**src/shared/pdc_pkg.sv**
```systemverilog
// constants, types and period tables for the power-down controller
`default_nettype none
package pdc_pkg;
    localparam logic [7:0] ADDR_TIMERS = 8'h50;
    localparam logic [7:0] ADDR_MODE   = 8'h51;
    localparam logic [7:0] ADDR_CTL    = 8'h52;
    localparam logic [7:0] ADDR_IND    = 8'h53;
    localparam logic [7:0] ADDR_MATCH  = 8'h54;
    localparam logic [7:0] ADDR_STATUS = 8'h60;
    localparam logic [7:0] ADDR_QUICK  = 8'h61;
    localparam logic [7:0] REG_RESET   = 8'h00;

    localparam int MODE_HW          = 7;
    localparam int MODE_SW          = 6;
    localparam int MODE_IRQ_EN      = 5;
    localparam int MODE_SLOW_IRQ    = 3;
    localparam int MODE_WAKE_DIS    = 2;
    localparam int CTL_MGMT_SET     = 7;
    localparam int CTL_MGMT_CLR     = 6;
    localparam int CTL_STOP_ON      = 5;
    localparam int CTL_STOP_OFF     = 4;
    localparam int CTL_SLOW_ON      = 3;
    localparam int CTL_SLOW_OFF     = 2;
    localparam int CTL_SUSP_DIS     = 1;
    localparam int CTL_RSTMASK_OFF  = 0;
    localparam int IND_LED_EN       = 3;
    localparam int IND_LED_LOW      = 2;
    localparam int IND_STYLE        = 1;
    localparam int QCK_EN           = 0;
    localparam int QCK_PIN          = 1;

    localparam int CLK_PERIOD_NS    = 100;
    localparam int TIMEBASE_NS      = 1000;
    localparam int US_CYCLES        = (TIMEBASE_NS + CLK_PERIOD_NS - 1) / CLK_PERIOD_NS;
    localparam int US_PER_MS        = 1000;
    localparam int QUICK_PD_S       = 3;
    localparam int QUICK_PD_MS      = QUICK_PD_S * 1000;
    localparam int LED_HALF_MS      = 500;

    typedef enum logic [1:0] {
        SUSP_OFF   = 2'h0,
        SUSP_WAIT  = 2'h1,
        SUSP_COUNT = 2'h3,
        SUSP_DONE  = 2'h2
    } pdc_susp_t;

    typedef struct packed {
        logic [7:0] addr;
        logic [7:0] wdata;
        logic       wr;
        logic       rd;
    } pdc_bus_req_t;

    typedef struct packed {
        logic [31:0] addr;
        logic        mem;
        logic        valid;
    } pdc_cycle_t;

    // suspend period in ms ticks
    function automatic logic [24:0] pdc_suspend_ms(input logic [3:0] code);
        case (code)
            4'h0:    pdc_suspend_ms = 25'd228000;
            4'h1:    pdc_suspend_ms = 25'd450000;
            4'h2:    pdc_suspend_ms = 25'd900000;
            4'h3:    pdc_suspend_ms = 25'd1800000;
            4'h4:    pdc_suspend_ms = 25'd3600000;
            4'h5:    pdc_suspend_ms = 25'd7200000;
            4'h6:    pdc_suspend_ms = 25'd14400000;
            4'h7:    pdc_suspend_ms = 25'd28800000;
            4'h8:    pdc_suspend_ms = 25'd1000;
            4'h9:    pdc_suspend_ms = 25'd1800;
            4'hA:    pdc_suspend_ms = 25'd3500;
            4'hB:    pdc_suspend_ms = 25'd7000;
            4'hC:    pdc_suspend_ms = 25'd14000;
            4'hD:    pdc_suspend_ms = 25'd28000;
            4'hE:    pdc_suspend_ms = 25'd56000;
            default: pdc_suspend_ms = 25'd120000;
        endcase
    endfunction : pdc_suspend_ms

    // wake period in us ticks; reserved codes fall back to the shortest
    function automatic logic [15:0] pdc_wake_us(input logic [3:0] code);
        case (code)
            4'h6:    pdc_wake_us = 16'd107;
            4'h7:    pdc_wake_us = 16'd215;
            4'h8:    pdc_wake_us = 16'd430;
            4'h9:    pdc_wake_us = 16'd860;
            4'hA:    pdc_wake_us = 16'd1700;
            4'hB:    pdc_wake_us = 16'd3400;
            4'hC:    pdc_wake_us = 16'd7000;
            4'hD:    pdc_wake_us = 16'd14000;
            4'hE:    pdc_wake_us = 16'd28000;
            4'hF:    pdc_wake_us = 16'd55000;
            default: pdc_wake_us = 16'd54;
        endcase
    endfunction : pdc_wake_us
endpackage : pdc_pkg
`default_nettype wire

```
**src/logic/pdc_power_down_controller.sv**
```systemverilog
// power-down controller: timers, clock-stop/slow requests, management irq
//
// Implementation choice: strobed register access.
`timescale 1ns/1ns
`default_nettype none
// Notes on behaviour
// - suspend period from upper timer nibble
// - wake period from lower nibble, 54us-55ms
// - suspend timer runs only while disable clear
// - suspend counts only after stand-by expiry
// - hardware mode: clock-stop at suspend expiry
// - software mode: management irq at expiry
// - irq drops clock-stop, wake timer re-asserts
// - mode bit 2 disables wake timer
// - mode bits 7/6 select hardware/software
// - mode bit 5 gates processor irq
// - mode bit 3: irq forces clock-slow off
// - control bit 7 raises management irq
// - control bit 6 alone clears management irq
// - control bit 5 forces clock-stop on
// - control bit 4 forces clock-stop off
// - control bit 3 forces clock-slow on
// - control bit 2 forces clock-slow off
// - suspend re-enable restarts, irq again
// - control bit 0 forces reset-mask inactive
// - indicator led flashes, bit 2 polarity
// - indicator bit 1 picks management style
// - special address match, memory or io
// - flag at suspend expiry, cleared by disable
// - quick power-down after 3s idle
module pdc_power_down_controller #(
    parameter int US_PER_MS = pdc_pkg::US_PER_MS
) (
    input  wire logic                  clk_sys,
    input  wire logic                  arst_n,
    input  wire pdc_pkg::pdc_bus_req_t busReq,
    output logic [7:0]                 busRdata,
    input  wire logic                  processorIrqInput,
    input  wire logic                  standbyTerminal,
    input  wire logic                  activityEvent,
    input  wire pdc_pkg::pdc_cycle_t   hostCycle,
    input  wire logic                  swResetMaskIn,
    output logic                       clockStopRequest,
    output logic                       clockSlowRequest,
    output logic                       systemMgmtIrq,
    output logic                       powerDownLed,
    output logic                       processorMgmtModeAlt,
    output logic                       swResetMask,
    output logic                       specialMatch
);
    logic [7:0]         timersReg_q;
    logic [7:0]         modeReg_q;
    logic [7:0]         ctlReg_q;
    logic [7:0]         indReg_q;
    logic [7:0]         matchReg_q;
    logic [1:0]         quickReg_q;
    logic [7:0]         rdata_q;
    logic [3:0]         usDiv_q;
    logic [9:0]         msDiv_q;
    logic               usTick;
    logic               msTick;
    pdc_pkg::pdc_susp_t suspState_q;
    logic [24:0]        suspCnt_q;
    logic [24:0]        suspLimit;
    logic               suspEn;
    logic               suspTc;
    logic               suspTcFlag_q;
    logic               irqAct;
    logic               irqPrev_q;
    logic               irqRise;
    logic               wakeRun_q;
    logic [15:0]        wakeCnt_q;
    logic               wakeSeen_q;
    logic               wakeTc;
    logic               stopAuto_q;
    logic               pdActive_q;
    logic               anyMode;
    logic [11:0]        quickCnt_q;
    logic               quickTc;
    logic [8:0]         ledCnt_q;
    logic               ledPhase_q;
    logic               mgmt_q;
    logic               stop_q;
    logic               slow_q;
    logic               led_q;
    logic               style_q;
    logic               rstMask_q;
    logic               match_q;
    logic               wrCtl;
    logic [7:0]         status;

    assign busRdata             = rdata_q;
    assign clockStopRequest     = stop_q;
    assign clockSlowRequest     = slow_q;
    assign systemMgmtIrq        = mgmt_q;
    assign powerDownLed         = led_q;
    assign processorMgmtModeAlt = style_q;
    assign swResetMask          = rstMask_q;
    assign specialMatch         = match_q;

    assign wrCtl   = busReq.wr && busReq.addr == pdc_pkg::ADDR_CTL;
    assign anyMode = modeReg_q[pdc_pkg::MODE_HW] | modeReg_q[pdc_pkg::MODE_SW];
    // bits 0, 1 and 4 of the mode register are stored only; software keeps them
    assign status  = {3'h0, mgmt_q, slow_q, stop_q, pdActive_q, suspTcFlag_q};

    // register writes
    always_ff @(posedge clk_sys or negedge arst_n) begin
        if (!arst_n) begin
            timersReg_q <= pdc_pkg::REG_RESET;
            modeReg_q   <= pdc_pkg::REG_RESET;
            ctlReg_q    <= pdc_pkg::REG_RESET;
            indReg_q    <= pdc_pkg::REG_RESET;
            matchReg_q  <= pdc_pkg::REG_RESET;
            quickReg_q  <= 2'h0;
        end else if (busReq.wr) begin
            case (busReq.addr)
                pdc_pkg::ADDR_TIMERS: timersReg_q <= busReq.wdata;
                pdc_pkg::ADDR_MODE:   modeReg_q   <= busReq.wdata;
                pdc_pkg::ADDR_CTL:    ctlReg_q    <= busReq.wdata;
                pdc_pkg::ADDR_IND:    indReg_q    <= busReq.wdata;
                pdc_pkg::ADDR_MATCH:  matchReg_q  <= busReq.wdata;
                pdc_pkg::ADDR_QUICK:  quickReg_q  <= busReq.wdata[1:0];
                default: ;
            endcase
        end
    end

    // read data stands one cycle, zero otherwise and for unmapped addresses
    always_ff @(posedge clk_sys or negedge arst_n) begin
        if (!arst_n) begin
            rdata_q <= 8'h00;
        end else if (busReq.rd) begin
            case (busReq.addr)
                pdc_pkg::ADDR_TIMERS: rdata_q <= timersReg_q;
                pdc_pkg::ADDR_MODE:   rdata_q <= modeReg_q;
                pdc_pkg::ADDR_CTL:    rdata_q <= ctlReg_q;
                pdc_pkg::ADDR_IND:    rdata_q <= indReg_q;
                pdc_pkg::ADDR_MATCH:  rdata_q <= matchReg_q;
                pdc_pkg::ADDR_STATUS: rdata_q <= status;
                pdc_pkg::ADDR_QUICK:  rdata_q <= {6'h00, quickReg_q};
                default:              rdata_q <= 8'h00;
            endcase
        end else begin
            rdata_q <= 8'h00;
        end
    end

    // shared timebase: us tick, then ms tick chained from it
    assign usTick = usDiv_q == 4'(pdc_pkg::US_CYCLES - 1);
    assign msTick = usTick && msDiv_q == 10'(US_PER_MS - 1);
    always_ff @(posedge clk_sys or negedge arst_n) begin
        if (!arst_n) begin
            usDiv_q <= 4'h0;
            msDiv_q <= 10'h000;
        end else begin
            usDiv_q <= usTick ? 4'h0 : usDiv_q + 4'h1;
            if (msTick) begin
                msDiv_q <= 10'h000;
            end else if (usTick) begin
                msDiv_q <= msDiv_q + 10'h001;
            end
        end
    end

    // suspend timer
    assign suspEn    = !ctlReg_q[pdc_pkg::CTL_SUSP_DIS];
    assign suspLimit = pdc_pkg::pdc_suspend_ms(timersReg_q[7:4]);
    // >= so a period shortened mid-count still expires
    assign suspTc    = suspState_q == pdc_pkg::SUSP_COUNT && msTick && suspCnt_q >= suspLimit - 25'd1;
    always_ff @(posedge clk_sys or negedge arst_n) begin
        if (!arst_n) begin
            suspState_q <= pdc_pkg::SUSP_OFF;
            suspCnt_q   <= 25'd0;
        end else if (!suspEn) begin
            suspState_q <= pdc_pkg::SUSP_OFF;
            suspCnt_q   <= 25'd0;
        end else begin
            case (suspState_q)
                pdc_pkg::SUSP_OFF: begin
                    suspState_q <= pdc_pkg::SUSP_WAIT; // re-enable restarts
                end
                pdc_pkg::SUSP_WAIT: begin
                    if (standbyTerminal) begin
                        suspState_q <= pdc_pkg::SUSP_COUNT;
                    end
                    suspCnt_q <= 25'd0;
                end
                pdc_pkg::SUSP_COUNT: begin
                    if (suspTc) begin
                        suspState_q <= pdc_pkg::SUSP_DONE;
                    end else if (msTick) begin
                        suspCnt_q <= suspCnt_q + 25'd1;
                    end
                end
                pdc_pkg::SUSP_DONE: begin
                    suspState_q <= pdc_pkg::SUSP_DONE;
                end
                default: suspState_q <= pdc_pkg::SUSP_OFF;
            endcase
        end
    end

    // expiry flag; setting wins over the disable clear
    always_ff @(posedge clk_sys or negedge arst_n) begin
        if (!arst_n) begin
            suspTcFlag_q <= 1'b0;
        end else if (suspTc) begin
            suspTcFlag_q <= 1'b1;
        end else if (!suspEn) begin
            suspTcFlag_q <= 1'b0;
        end
    end

    // gated processor interrupt, rising edge
    assign irqAct  = processorIrqInput & modeReg_q[pdc_pkg::MODE_IRQ_EN];
    assign irqRise = irqAct & ~irqPrev_q;
    always_ff @(posedge clk_sys or negedge arst_n) begin
        if (!arst_n) begin
            irqPrev_q <= 1'b0;
        end else begin
            irqPrev_q <= irqAct;
        end
    end

    // wake timer, started by an interrupt while powered down
    assign wakeTc = wakeRun_q && usTick && wakeCnt_q >= pdc_pkg::pdc_wake_us(timersReg_q[3:0]) - 16'd1;
    always_ff @(posedge clk_sys or negedge arst_n) begin
        if (!arst_n) begin
            wakeRun_q  <= 1'b0;
            wakeCnt_q  <= 16'd0;
            wakeSeen_q <= 1'b0;
        end else if (irqRise && pdActive_q && !modeReg_q[pdc_pkg::MODE_WAKE_DIS]) begin
            wakeRun_q  <= 1'b1;
            wakeCnt_q  <= 16'd0;
            wakeSeen_q <= 1'b0;
        end else if (wakeTc || modeReg_q[pdc_pkg::MODE_WAKE_DIS]) begin
            wakeRun_q <= 1'b0;
        end else if (wakeRun_q) begin
            if (usTick) begin
                wakeCnt_q <= wakeCnt_q + 16'd1;
            end
            if (activityEvent) begin
                wakeSeen_q <= 1'b1;
            end
        end
    end

    // automatic clock-stop: interrupt wins over a same-cycle re-stop
    always_ff @(posedge clk_sys or negedge arst_n) begin
        if (!arst_n) begin
            stopAuto_q <= 1'b0;
        end else if (irqRise || !anyMode) begin
            stopAuto_q <= 1'b0;
        end else if (suspTc && modeReg_q[pdc_pkg::MODE_HW]) begin
            stopAuto_q <= 1'b1;
        end else if (wakeTc && !wakeSeen_q && !activityEvent) begin
            stopAuto_q <= 1'b1;
        end
    end

    // power-down state: entered by expiry or quick idle, left on activity
    always_ff @(posedge clk_sys or negedge arst_n) begin
        if (!arst_n) begin
            pdActive_q <= 1'b0;
        end else if (!anyMode) begin
            pdActive_q <= 1'b0;
        end else if (suspTc || quickTc) begin
            pdActive_q <= 1'b1;
        end else if (activityEvent) begin
            pdActive_q <= 1'b0;
        end
    end

    // quick power-down idle counter in ms
    assign quickTc = msTick && quickCnt_q == 12'(pdc_pkg::QUICK_PD_MS - 1);
    always_ff @(posedge clk_sys or negedge arst_n) begin
        if (!arst_n) begin
            quickCnt_q <= 12'h000;
        end else if (!(&quickReg_q) || activityEvent || pdActive_q) begin
            quickCnt_q <= 12'h000;
        end else if (msTick && !quickTc) begin
            quickCnt_q <= quickCnt_q + 12'h001;
        end
    end

    // management interrupt: setting wins over the clear write
    always_ff @(posedge clk_sys or negedge arst_n) begin
        if (!arst_n) begin
            mgmt_q <= 1'b0;
        end else if ((wrCtl && busReq.wdata[pdc_pkg::CTL_MGMT_SET]) ||
                     (suspTc && modeReg_q[pdc_pkg::MODE_SW])) begin
            mgmt_q <= 1'b1;
        end else if (wrCtl && busReq.wdata[pdc_pkg::CTL_MGMT_CLR]) begin
            mgmt_q <= 1'b0;
        end
    end

    // clock-stop and clock-slow outputs; force-on outranks force-off
    always_ff @(posedge clk_sys or negedge arst_n) begin
        if (!arst_n) begin
            stop_q <= 1'b0;
        end else if (ctlReg_q[pdc_pkg::CTL_STOP_ON]) begin
            stop_q <= 1'b1;
        end else if (ctlReg_q[pdc_pkg::CTL_STOP_OFF]) begin
            stop_q <= 1'b0;
        end else begin
            stop_q <= stopAuto_q;
        end
    end

    always_ff @(posedge clk_sys or negedge arst_n) begin
        if (!arst_n) begin
            slow_q <= 1'b0;
        end else if (ctlReg_q[pdc_pkg::CTL_SLOW_ON]) begin
            slow_q <= 1'b1;
        end else if (ctlReg_q[pdc_pkg::CTL_SLOW_OFF]) begin
            slow_q <= 1'b0;
        end else if (modeReg_q[pdc_pkg::MODE_SLOW_IRQ] && irqAct) begin
            slow_q <= 1'b0;
        end else begin
            slow_q <= modeReg_q[pdc_pkg::MODE_HW] && pdActive_q;
        end
    end

    // indicator led, half period in ms ticks
    always_ff @(posedge clk_sys or negedge arst_n) begin
        if (!arst_n) begin
            ledCnt_q   <= 9'h000;
            ledPhase_q <= 1'b0;
        end else if (!pdActive_q) begin
            ledCnt_q   <= 9'h000;
            ledPhase_q <= 1'b0;
        end else if (msTick) begin
            if (ledCnt_q == 9'(pdc_pkg::LED_HALF_MS - 1)) begin
                ledCnt_q   <= 9'h000;
                ledPhase_q <= !ledPhase_q;
            end else begin
                ledCnt_q <= ledCnt_q + 9'h001;
            end
        end
    end

    // misc outputs: led, style, reset mask, address match
    always_ff @(posedge clk_sys or negedge arst_n) begin
        if (!arst_n) begin
            led_q     <= 1'b0;
            style_q   <= 1'b0;
            rstMask_q <= 1'b0;
            match_q   <= 1'b0;
        end else begin
            led_q <= (indReg_q[pdc_pkg::IND_LED_EN] && pdActive_q && ledPhase_q)
                     ^ indReg_q[pdc_pkg::IND_LED_LOW];
            style_q   <= indReg_q[pdc_pkg::IND_STYLE];
            rstMask_q <= swResetMaskIn && !ctlReg_q[pdc_pkg::CTL_RSTMASK_OFF];
            match_q   <= hostCycle.valid && (hostCycle.mem
                         ? {hostCycle.addr[31], hostCycle.addr[26:20]} == matchReg_q
                         : hostCycle.addr[7:0] == matchReg_q);
        end
    end
endmodule : pdc_power_down_controller
`default_nettype wire

```
**config.mk**
```make
export PLATFORM = sky130hd
export DESIGN_NAME = pdc_power_down_controller
export DESIGN_NICKNAME = d
export VERILOG_FILES = /design/src/shared/pdc_pkg.sv /design/src/logic/pdc_power_down_controller.sv
export SDC_FILE = /design/constraint.sdc
export NUM_CORES = 1
export LEC_CHECK = 0
export BUFFER_PORTS_ARGS = -buffer_cell sky130_fd_sc_hd__buf_2
export CAP_MARGIN = 0
export CELL_PAD_IN_SITES_DETAIL_PLACEMENT = 1
export CELL_PAD_IN_SITES_GLOBAL_PLACEMENT = 1
export CORE_MARGIN = 4
export CORE_UTILIZATION = 43
export CTS_CLUSTER_DIAMETER = 50
export DETAILED_ROUTE_END_ITERATION = 10
export PLACE_DENSITY = 0.79
export SLEW_MARGIN = 5
export SYNTH_ARGS = -nofsm -noshare
export SYNTH_HDL_FRONTEND = slang
export SYNTH_SLANG_ARGS = --single-unit
```
**constraint.sdc**
```tcl
create_clock -name clk_sys -period 4.3 [get_ports clk_sys]
set_input_delay 0.43 -clock clk_sys [delete_from_list [all_inputs] [get_ports clk_sys]]
set_output_delay 0.43 -clock clk_sys [all_outputs]
set_load 0.01 [all_outputs]
```
# [Word level (Yosys, flattened, before mapping)]
# Memory sizes are Yosys's and may differ from the RTL's.
# Cells that the tools add are included.
# W data, S select, Z words.
[totals] romBits=624 inputBits=58 register_bits=142 word_cells=175 n_memories=2
[memory_table] memory="(name not given)" words=16 word_bits=23 rd=1 rd_ports_with_merged_regs=0 wr=0 line="pdc_pkg.sv:62" rtl="case (code)"
[memory_table] memory="(name not given)" words=16 word_bits=16 rd=1 rd_ports_with_merged_regs=0 wr=0 line="pdc_pkg.sv:84" rtl="case (code)"
[classes] reduce_logical=59 n_eq_ne=24 magnitude_cmp=2 n_bitwise=5 add_sub_neg=8 n_mux=47
[op_table] cell="$mux W25" count=3
[op_table] cell="$mux W16" count=4
[op_table] cell="$eq A8 B7 Y1 const B" count=7
[op_table] cell="$pmux W8 S7" count=1
[op_table] cell="$pmux W25 S2" count=1
[op_table] cell="$mux W9" count=3
[op_table] cell="$add A25 B1 Y25 const B" count=1
[op_table] cell="$ge A25 B25 Y1" count=1
[op_table] cell="$mux W1" count=25
[op_table] cell="$sub A25 B1 Y25 const B" count=1
[op_table] cell="$mux W12" count=2
[op_table] cell="$logic_and A1 B1 Y1" count=22
[op_table] cell="$mux W10" count=2
[op_table] cell="$reduce_and A2 Y1" count=9
[op_table] cell="$add A16 B1 Y16 const B" count=1
[op_table] cell="$eq A8 B8 Y1" count=2
[op_table] cell="$ge A16 B16 Y1" count=1
[op_table] cell="$reduce_bool A2 Y1" count=8
[op_table] cell="$sub A16 B1 Y16 const B" count=1
[op_table] cell="$add A12 B1 Y12 const B" count=1
[op_table] cell="$eq A12 B12 Y1 const B" count=1
[op_table] cell="$ne A3 B3 Y1 const B" count=4
[op_table] cell="$add A10 B1 Y10 const B" count=1
[op_table] cell="$eq A10 B10 Y1 const B" count=1
[op_table] cell="other kinds (22)" count=42

# [Longest topological paths before layout]
# An unclocked memory read counts as a cell.
[depth] ltp_word=9 ltp_mapped=19 ltp_nobuf=15

# [Worst setup path before layout]
# No wires, ideal clock.
[synth_path] path_kind="register to register" start="reg timersReg_q[4]" end="reg suspCnt_q[5]" n_path_buf=4 t_arrival_ns=4.040 path_slack_ns=0.120 path_stages_with_launch=20 cell_sequence="dfrtp_1 > clkbuf_1 > inv_1 > ha_1 > clkbuf_1 > o21bai_1 > a21oi_1 > nor3_1 > nand2_1 > a311oi_1 > xor2_1 > ha_1 > nand4_1 > nor4_1 > o32a_1 > o211a_1 > clkbuf_1 > buf_2 > o32a_1 > o21ai_0"
[synth_via] elab_chain_cells=6
[synth_lines] element="from (decl)" line="pdc_power_down_controller.sv:51" rtl="logic [7:0] timersReg_q;"
[synth_lines] element="from (signal assigned)" line="pdc_power_down_controller.sv:109" rtl="timersReg_q <= pdc_pkg::REG_RESET;"
[synth_lines] element="from (signal assigned)" line="pdc_power_down_controller.sv:117" rtl="pdc_pkg::ADDR_TIMERS: timersReg_q <= busReq.wdata;"
[synth_lines] element="$mem_v2 Z16 W23"
[synth_lines] element="$sub A25 B1 Y25" line="pdc_power_down_controller.sv:169" rtl="assign suspTc = suspState_q == pdc_pkg::SUSP_COUNT && msTick && suspCnt_q >= suspLimit - 25'd1;"
[synth_lines] element="$ge A25 B25 Y1" line="pdc_power_down_controller.sv:169"
[synth_lines] element="$logic_and A1 B1 Y1" line="pdc_power_down_controller.sv:169"
[synth_lines] element="$ne A3 B3 Y1 (no source line)"
[synth_lines] element="$reduce_and A3 Y1 (no source line)"
[synth_lines] element="to (signal assigned)" line="pdc_power_down_controller.sv:192" rtl="suspCnt_q <= suspCnt_q + 25'd1;"
[synth_lines] element="to (decl)" line="pdc_power_down_controller.sv:63" rtl="logic [24:0] suspCnt_q;"
# Every way passes these cells.
# A chain may end at the register's enable or synchronous reset.

# [Worst setup path in the final report]
[layout_path] start="reg timersReg_q[4]" end="reg suspCnt_q[6]"
# The elaborated chain is that of the path after synthesis.

==> flow_summary_export.csv <==
group,metric,value,unit
outcome,outcome,"completed",
yosys,ys_warn_count,0,
timing,fin_setup_tns,0,ps
finish,diodes,0,
timing,skew,9.86,ps
power_and_ir_drop,p_sw_share,28.5,%
place,pre_cts_ws,162,ps
timing,hold_viol,0,
clock_tree,clk_path_buf_depth,2,
global_routing,grtUsageTotal,21.9,%
timing,drv_slew,0,
setup_path,path_max_fanout,30,
place,gp_congestion,0.809,
timing,whs,51.3,ps
floorplanning,initial_core_util,44.2,%
finish,fill_cells,2493,
timing,final.setup.worst_slack,245,ps
floorplanning,io_pins,73,
clock_tree,root_buffer,"clkbuf_16",
drt,vias,8110,
global_routing,grt_pass1_vias,8651,
power_and_ir_drop,switching_power,898,uW
global_routing,grt-ovfl-total,0,
timing,rsz0062_at_grt,"false",
drt,avgRoutedWirePerCell,19.2,um
yosys,synth_edf_count,0,
clock_tree,worstSkewPairLatency,430,ps
clock_tree,cts_tree,"yes",
global_routing,grt_max_degree,92,
power_and_ir_drop,ir_drop,0.246,mV
setup_path,endpoint_kind,"flip-flop",
clock_tree,htree_levels,4,
finish,final_common_cell,"dfrtp_1",
floorplanning,core,0.0212,mm^2
floorplanning,die_h,156,um
setup_path,worstPathRequired,4650,ps
power_and_ir_drop,powerDensity,297,mW/mm^2
floorplanning,die_w,156,um
hold_path,min_path_type,"input port to async pin",
clock_tree,cts_buffers,17,
finish,layout_common_cells,"dfrtp_1 (142), nand2_1 (89), nor2_1 (67)",
clock_tree,cts.sinks,142,
place,dpl.hpwl,18700,um
drt,drt_pre_antenna_iters,7,
yosys,syn_inst,1008,
power_and_ir_drop,p_int,2250,uW
yosys,synth_area,0.00937,mm^2
place,port_buffers,56,
finish,nets,1183,
clock_tree,cts.reportedPaths.clkPinSlew,70,ps
setup_path,criticalPathCategory,"flip-flop to flip-flop",
timing,max_freq,0.247,GHz
floorplanning,die_area,0.0242,mm^2
drt,drc,0,
timing,tightest_slew,953,ps
timing,slew_headroom,36.0,%
drt,drtIter0Drc,458,
setup_path,crit_arrival,4410,ps
power_and_ir_drop,pwr-share-comb,9.9,%
yosys,ys_ff_latch,142,
yosys,synth_area_per_cell,9.30,um^2
power_and_ir_drop,sequentialPowerShare,44.1,%
power_and_ir_drop,power,3150,uW
flow_run,maxCapViolCount,0,
setup_path,crit_path_start_kind,"flip-flop",
drt,ant_nets,0,
power_and_ir_drop,power_leakage,0.00481,uW
finish,area_delta_synth_final,13.1,%
drt,routed_wl,26000,um
global_routing,grt_pass1_wl,43500,um
drt,vias_per_cell,5.99,
finish,final_area,0.0106,mm^2
yosys,async_flop_share,100,%
yosys,ys.flop_type,"dfrtp_1",
place,post_dp_cell_area,0.0100,mm^2
yosys,ys_seq_area_share,37.9,%
finish,drive_above_1_share,16.3,%
global_routing,antenna_found_initial,0,
timing,min_period_over_period,94.3,%
yosys,synth_cell_type_count,75,
timing,finalSetupViolations,0,
yosys,synth_nets,1125,
floorplanning,rows,53,
power_and_ir_drop,pwr-share-clk,46.0,%
timing,period_needed,4060,ps
-- through the flow --
stage / cells / utilization, %
finish: 1354 / 50.0
global route: 1354 / 50.0
CTS: 1354 / 49.9
detailed placement: 1322 / 47.2
global placement: 1322 / 47.2
floorplan: 1008 / -
-- flip-flops by register name (all words and copies together) (netlist names), 2 cells and up --
name and cells:
quickCnt_q 12, usDiv_q 4, suspState_q 2, msDiv_q 10, modeReg_q 8, timersReg_q 8, ledCnt_q 9, quickReg_q 2
ctlReg_q 8, indReg_q 8, matchReg_q 8, suspCnt_q 25, wakeCnt_q 16, busRdata 8
-- worst paths after layout --
kind	slack (ps)	start	to	cells after the start
setup reg to reg	240	timersReg_q[4]	suspCnt_q[6]	16
hold reg to reg	420	indReg_q[1]	processorMgmtModeAlt	0
min in group clk_sys	260	swResetMaskIn	swResetMask	2
max in group asynchronous	3230	arst_n	indReg_q[3]	2
setup / recovery	240	timersReg_q[4]	suspCnt_q[6]	16
hold / removal	50	arst_n	modeReg_q[0]	1
-- timing repair --
action                                  CTS  global route
endpoints found under the setup margin    0            25
gates resized for setup                   0             4
setup buffers                             0             0
hold buffers                              0             0
hold endpoints to repair                  0             0
-- layout make-up --
type	count	area [um^2]	share of cell area [%]
repair buffers	80	483	4.55
well taps	275	344	3.24
multi-input cells	782	5490	51.8
clock inverters	15	146	1.38
flip-flops and latches	142	3550	33.5
clock buffers	17	425	4.01
inverters	43	161	1.52
-- layer usage --
layer | part of all wire [%] | wire (um) | up-vias | global-route usage, %
met4 | 1.1 | 291 | 0 | 5.50
met5 | 0 | 0 | - | 0
li1 | - | - | 3815 | -
met3 | 3.4 | 876 | 26 | 3.69
met1 | 45 | 11700 | 4129 | 28.3
met2 | 50 | 13100 | 140 | 38.5
-- cell usage after synthesis (7+ instances only) --
master	n	area share [%]
a21o_1	9	0.72
a21oi_1	59	3.1
a22oi_1	14	1.1
a31oi_1	12	0.80
and3_1	25	1.7
clkbuf_1	30	1.2
dfrtp_1	142	38
ha_1	59	7.9
inv_1	43	1.7
mux2_2	44	5.3
mux2i_1	34	3.6
nand2_1	89	3.6
nand2b_1	23	1.5
nand3_1	47	2.5
nand3b_1	10	0.80
nand4_1	26	1.7
nor2_1	67	2.7
nor2b_1	9	0.60
nor3_1	21	1.1
nor4_1	10	0.67
o211ai_1	12	0.96
o21a_1	7	0.56
o21ai_0	51	2.7
o31ai_1	8	0.64
or3_1	7	0.47
or4_1	17	1.4
xnor2_1	22	2.1
xor2_1	15	1.4
-- power by group through the flow --
stage / clock, uW / combinational, uW / sequential, uW
6_report: 1450 / 311 / 1390
2_1_floorplan: 0 / 186 / 1400
5_1_grt: 1540 / 347 / 1390
3_5_place_dp: 0 / 309 / 1410
4_1_cts: 1480 / 313 / 1390
3_3_place_gp: 0 / 301 / 1410
-- logic make-up after synthesis --
logic type / Yosys count / share of synthesized area (%)
simple gates: 390 / 22.9
buf+inv: 84 / 3.63
mux: 80 / 9.40
fa+ha+maj: 59 / 7.88
flops: 142 / 37.9
xor+xnor: 37 / 3.46
compound gates: 216 / 14.8
-- worst max-delay path: stages (launching register included) --
cell	delay [ps]
dfrtp_1	420
inv_1	160
ha_1	480
inv_1	70
a21oi_1	130
o21a_1	200
nand2_1	120
a311oi_2	320
xor2_1	180
ha_1	260
nand4_1	120
nor4_1	70
o32a_1	330
o211a_1	280
buf_12	170
or4_1	500
a21oi_1	150
(Power assumes the default switching activity.)
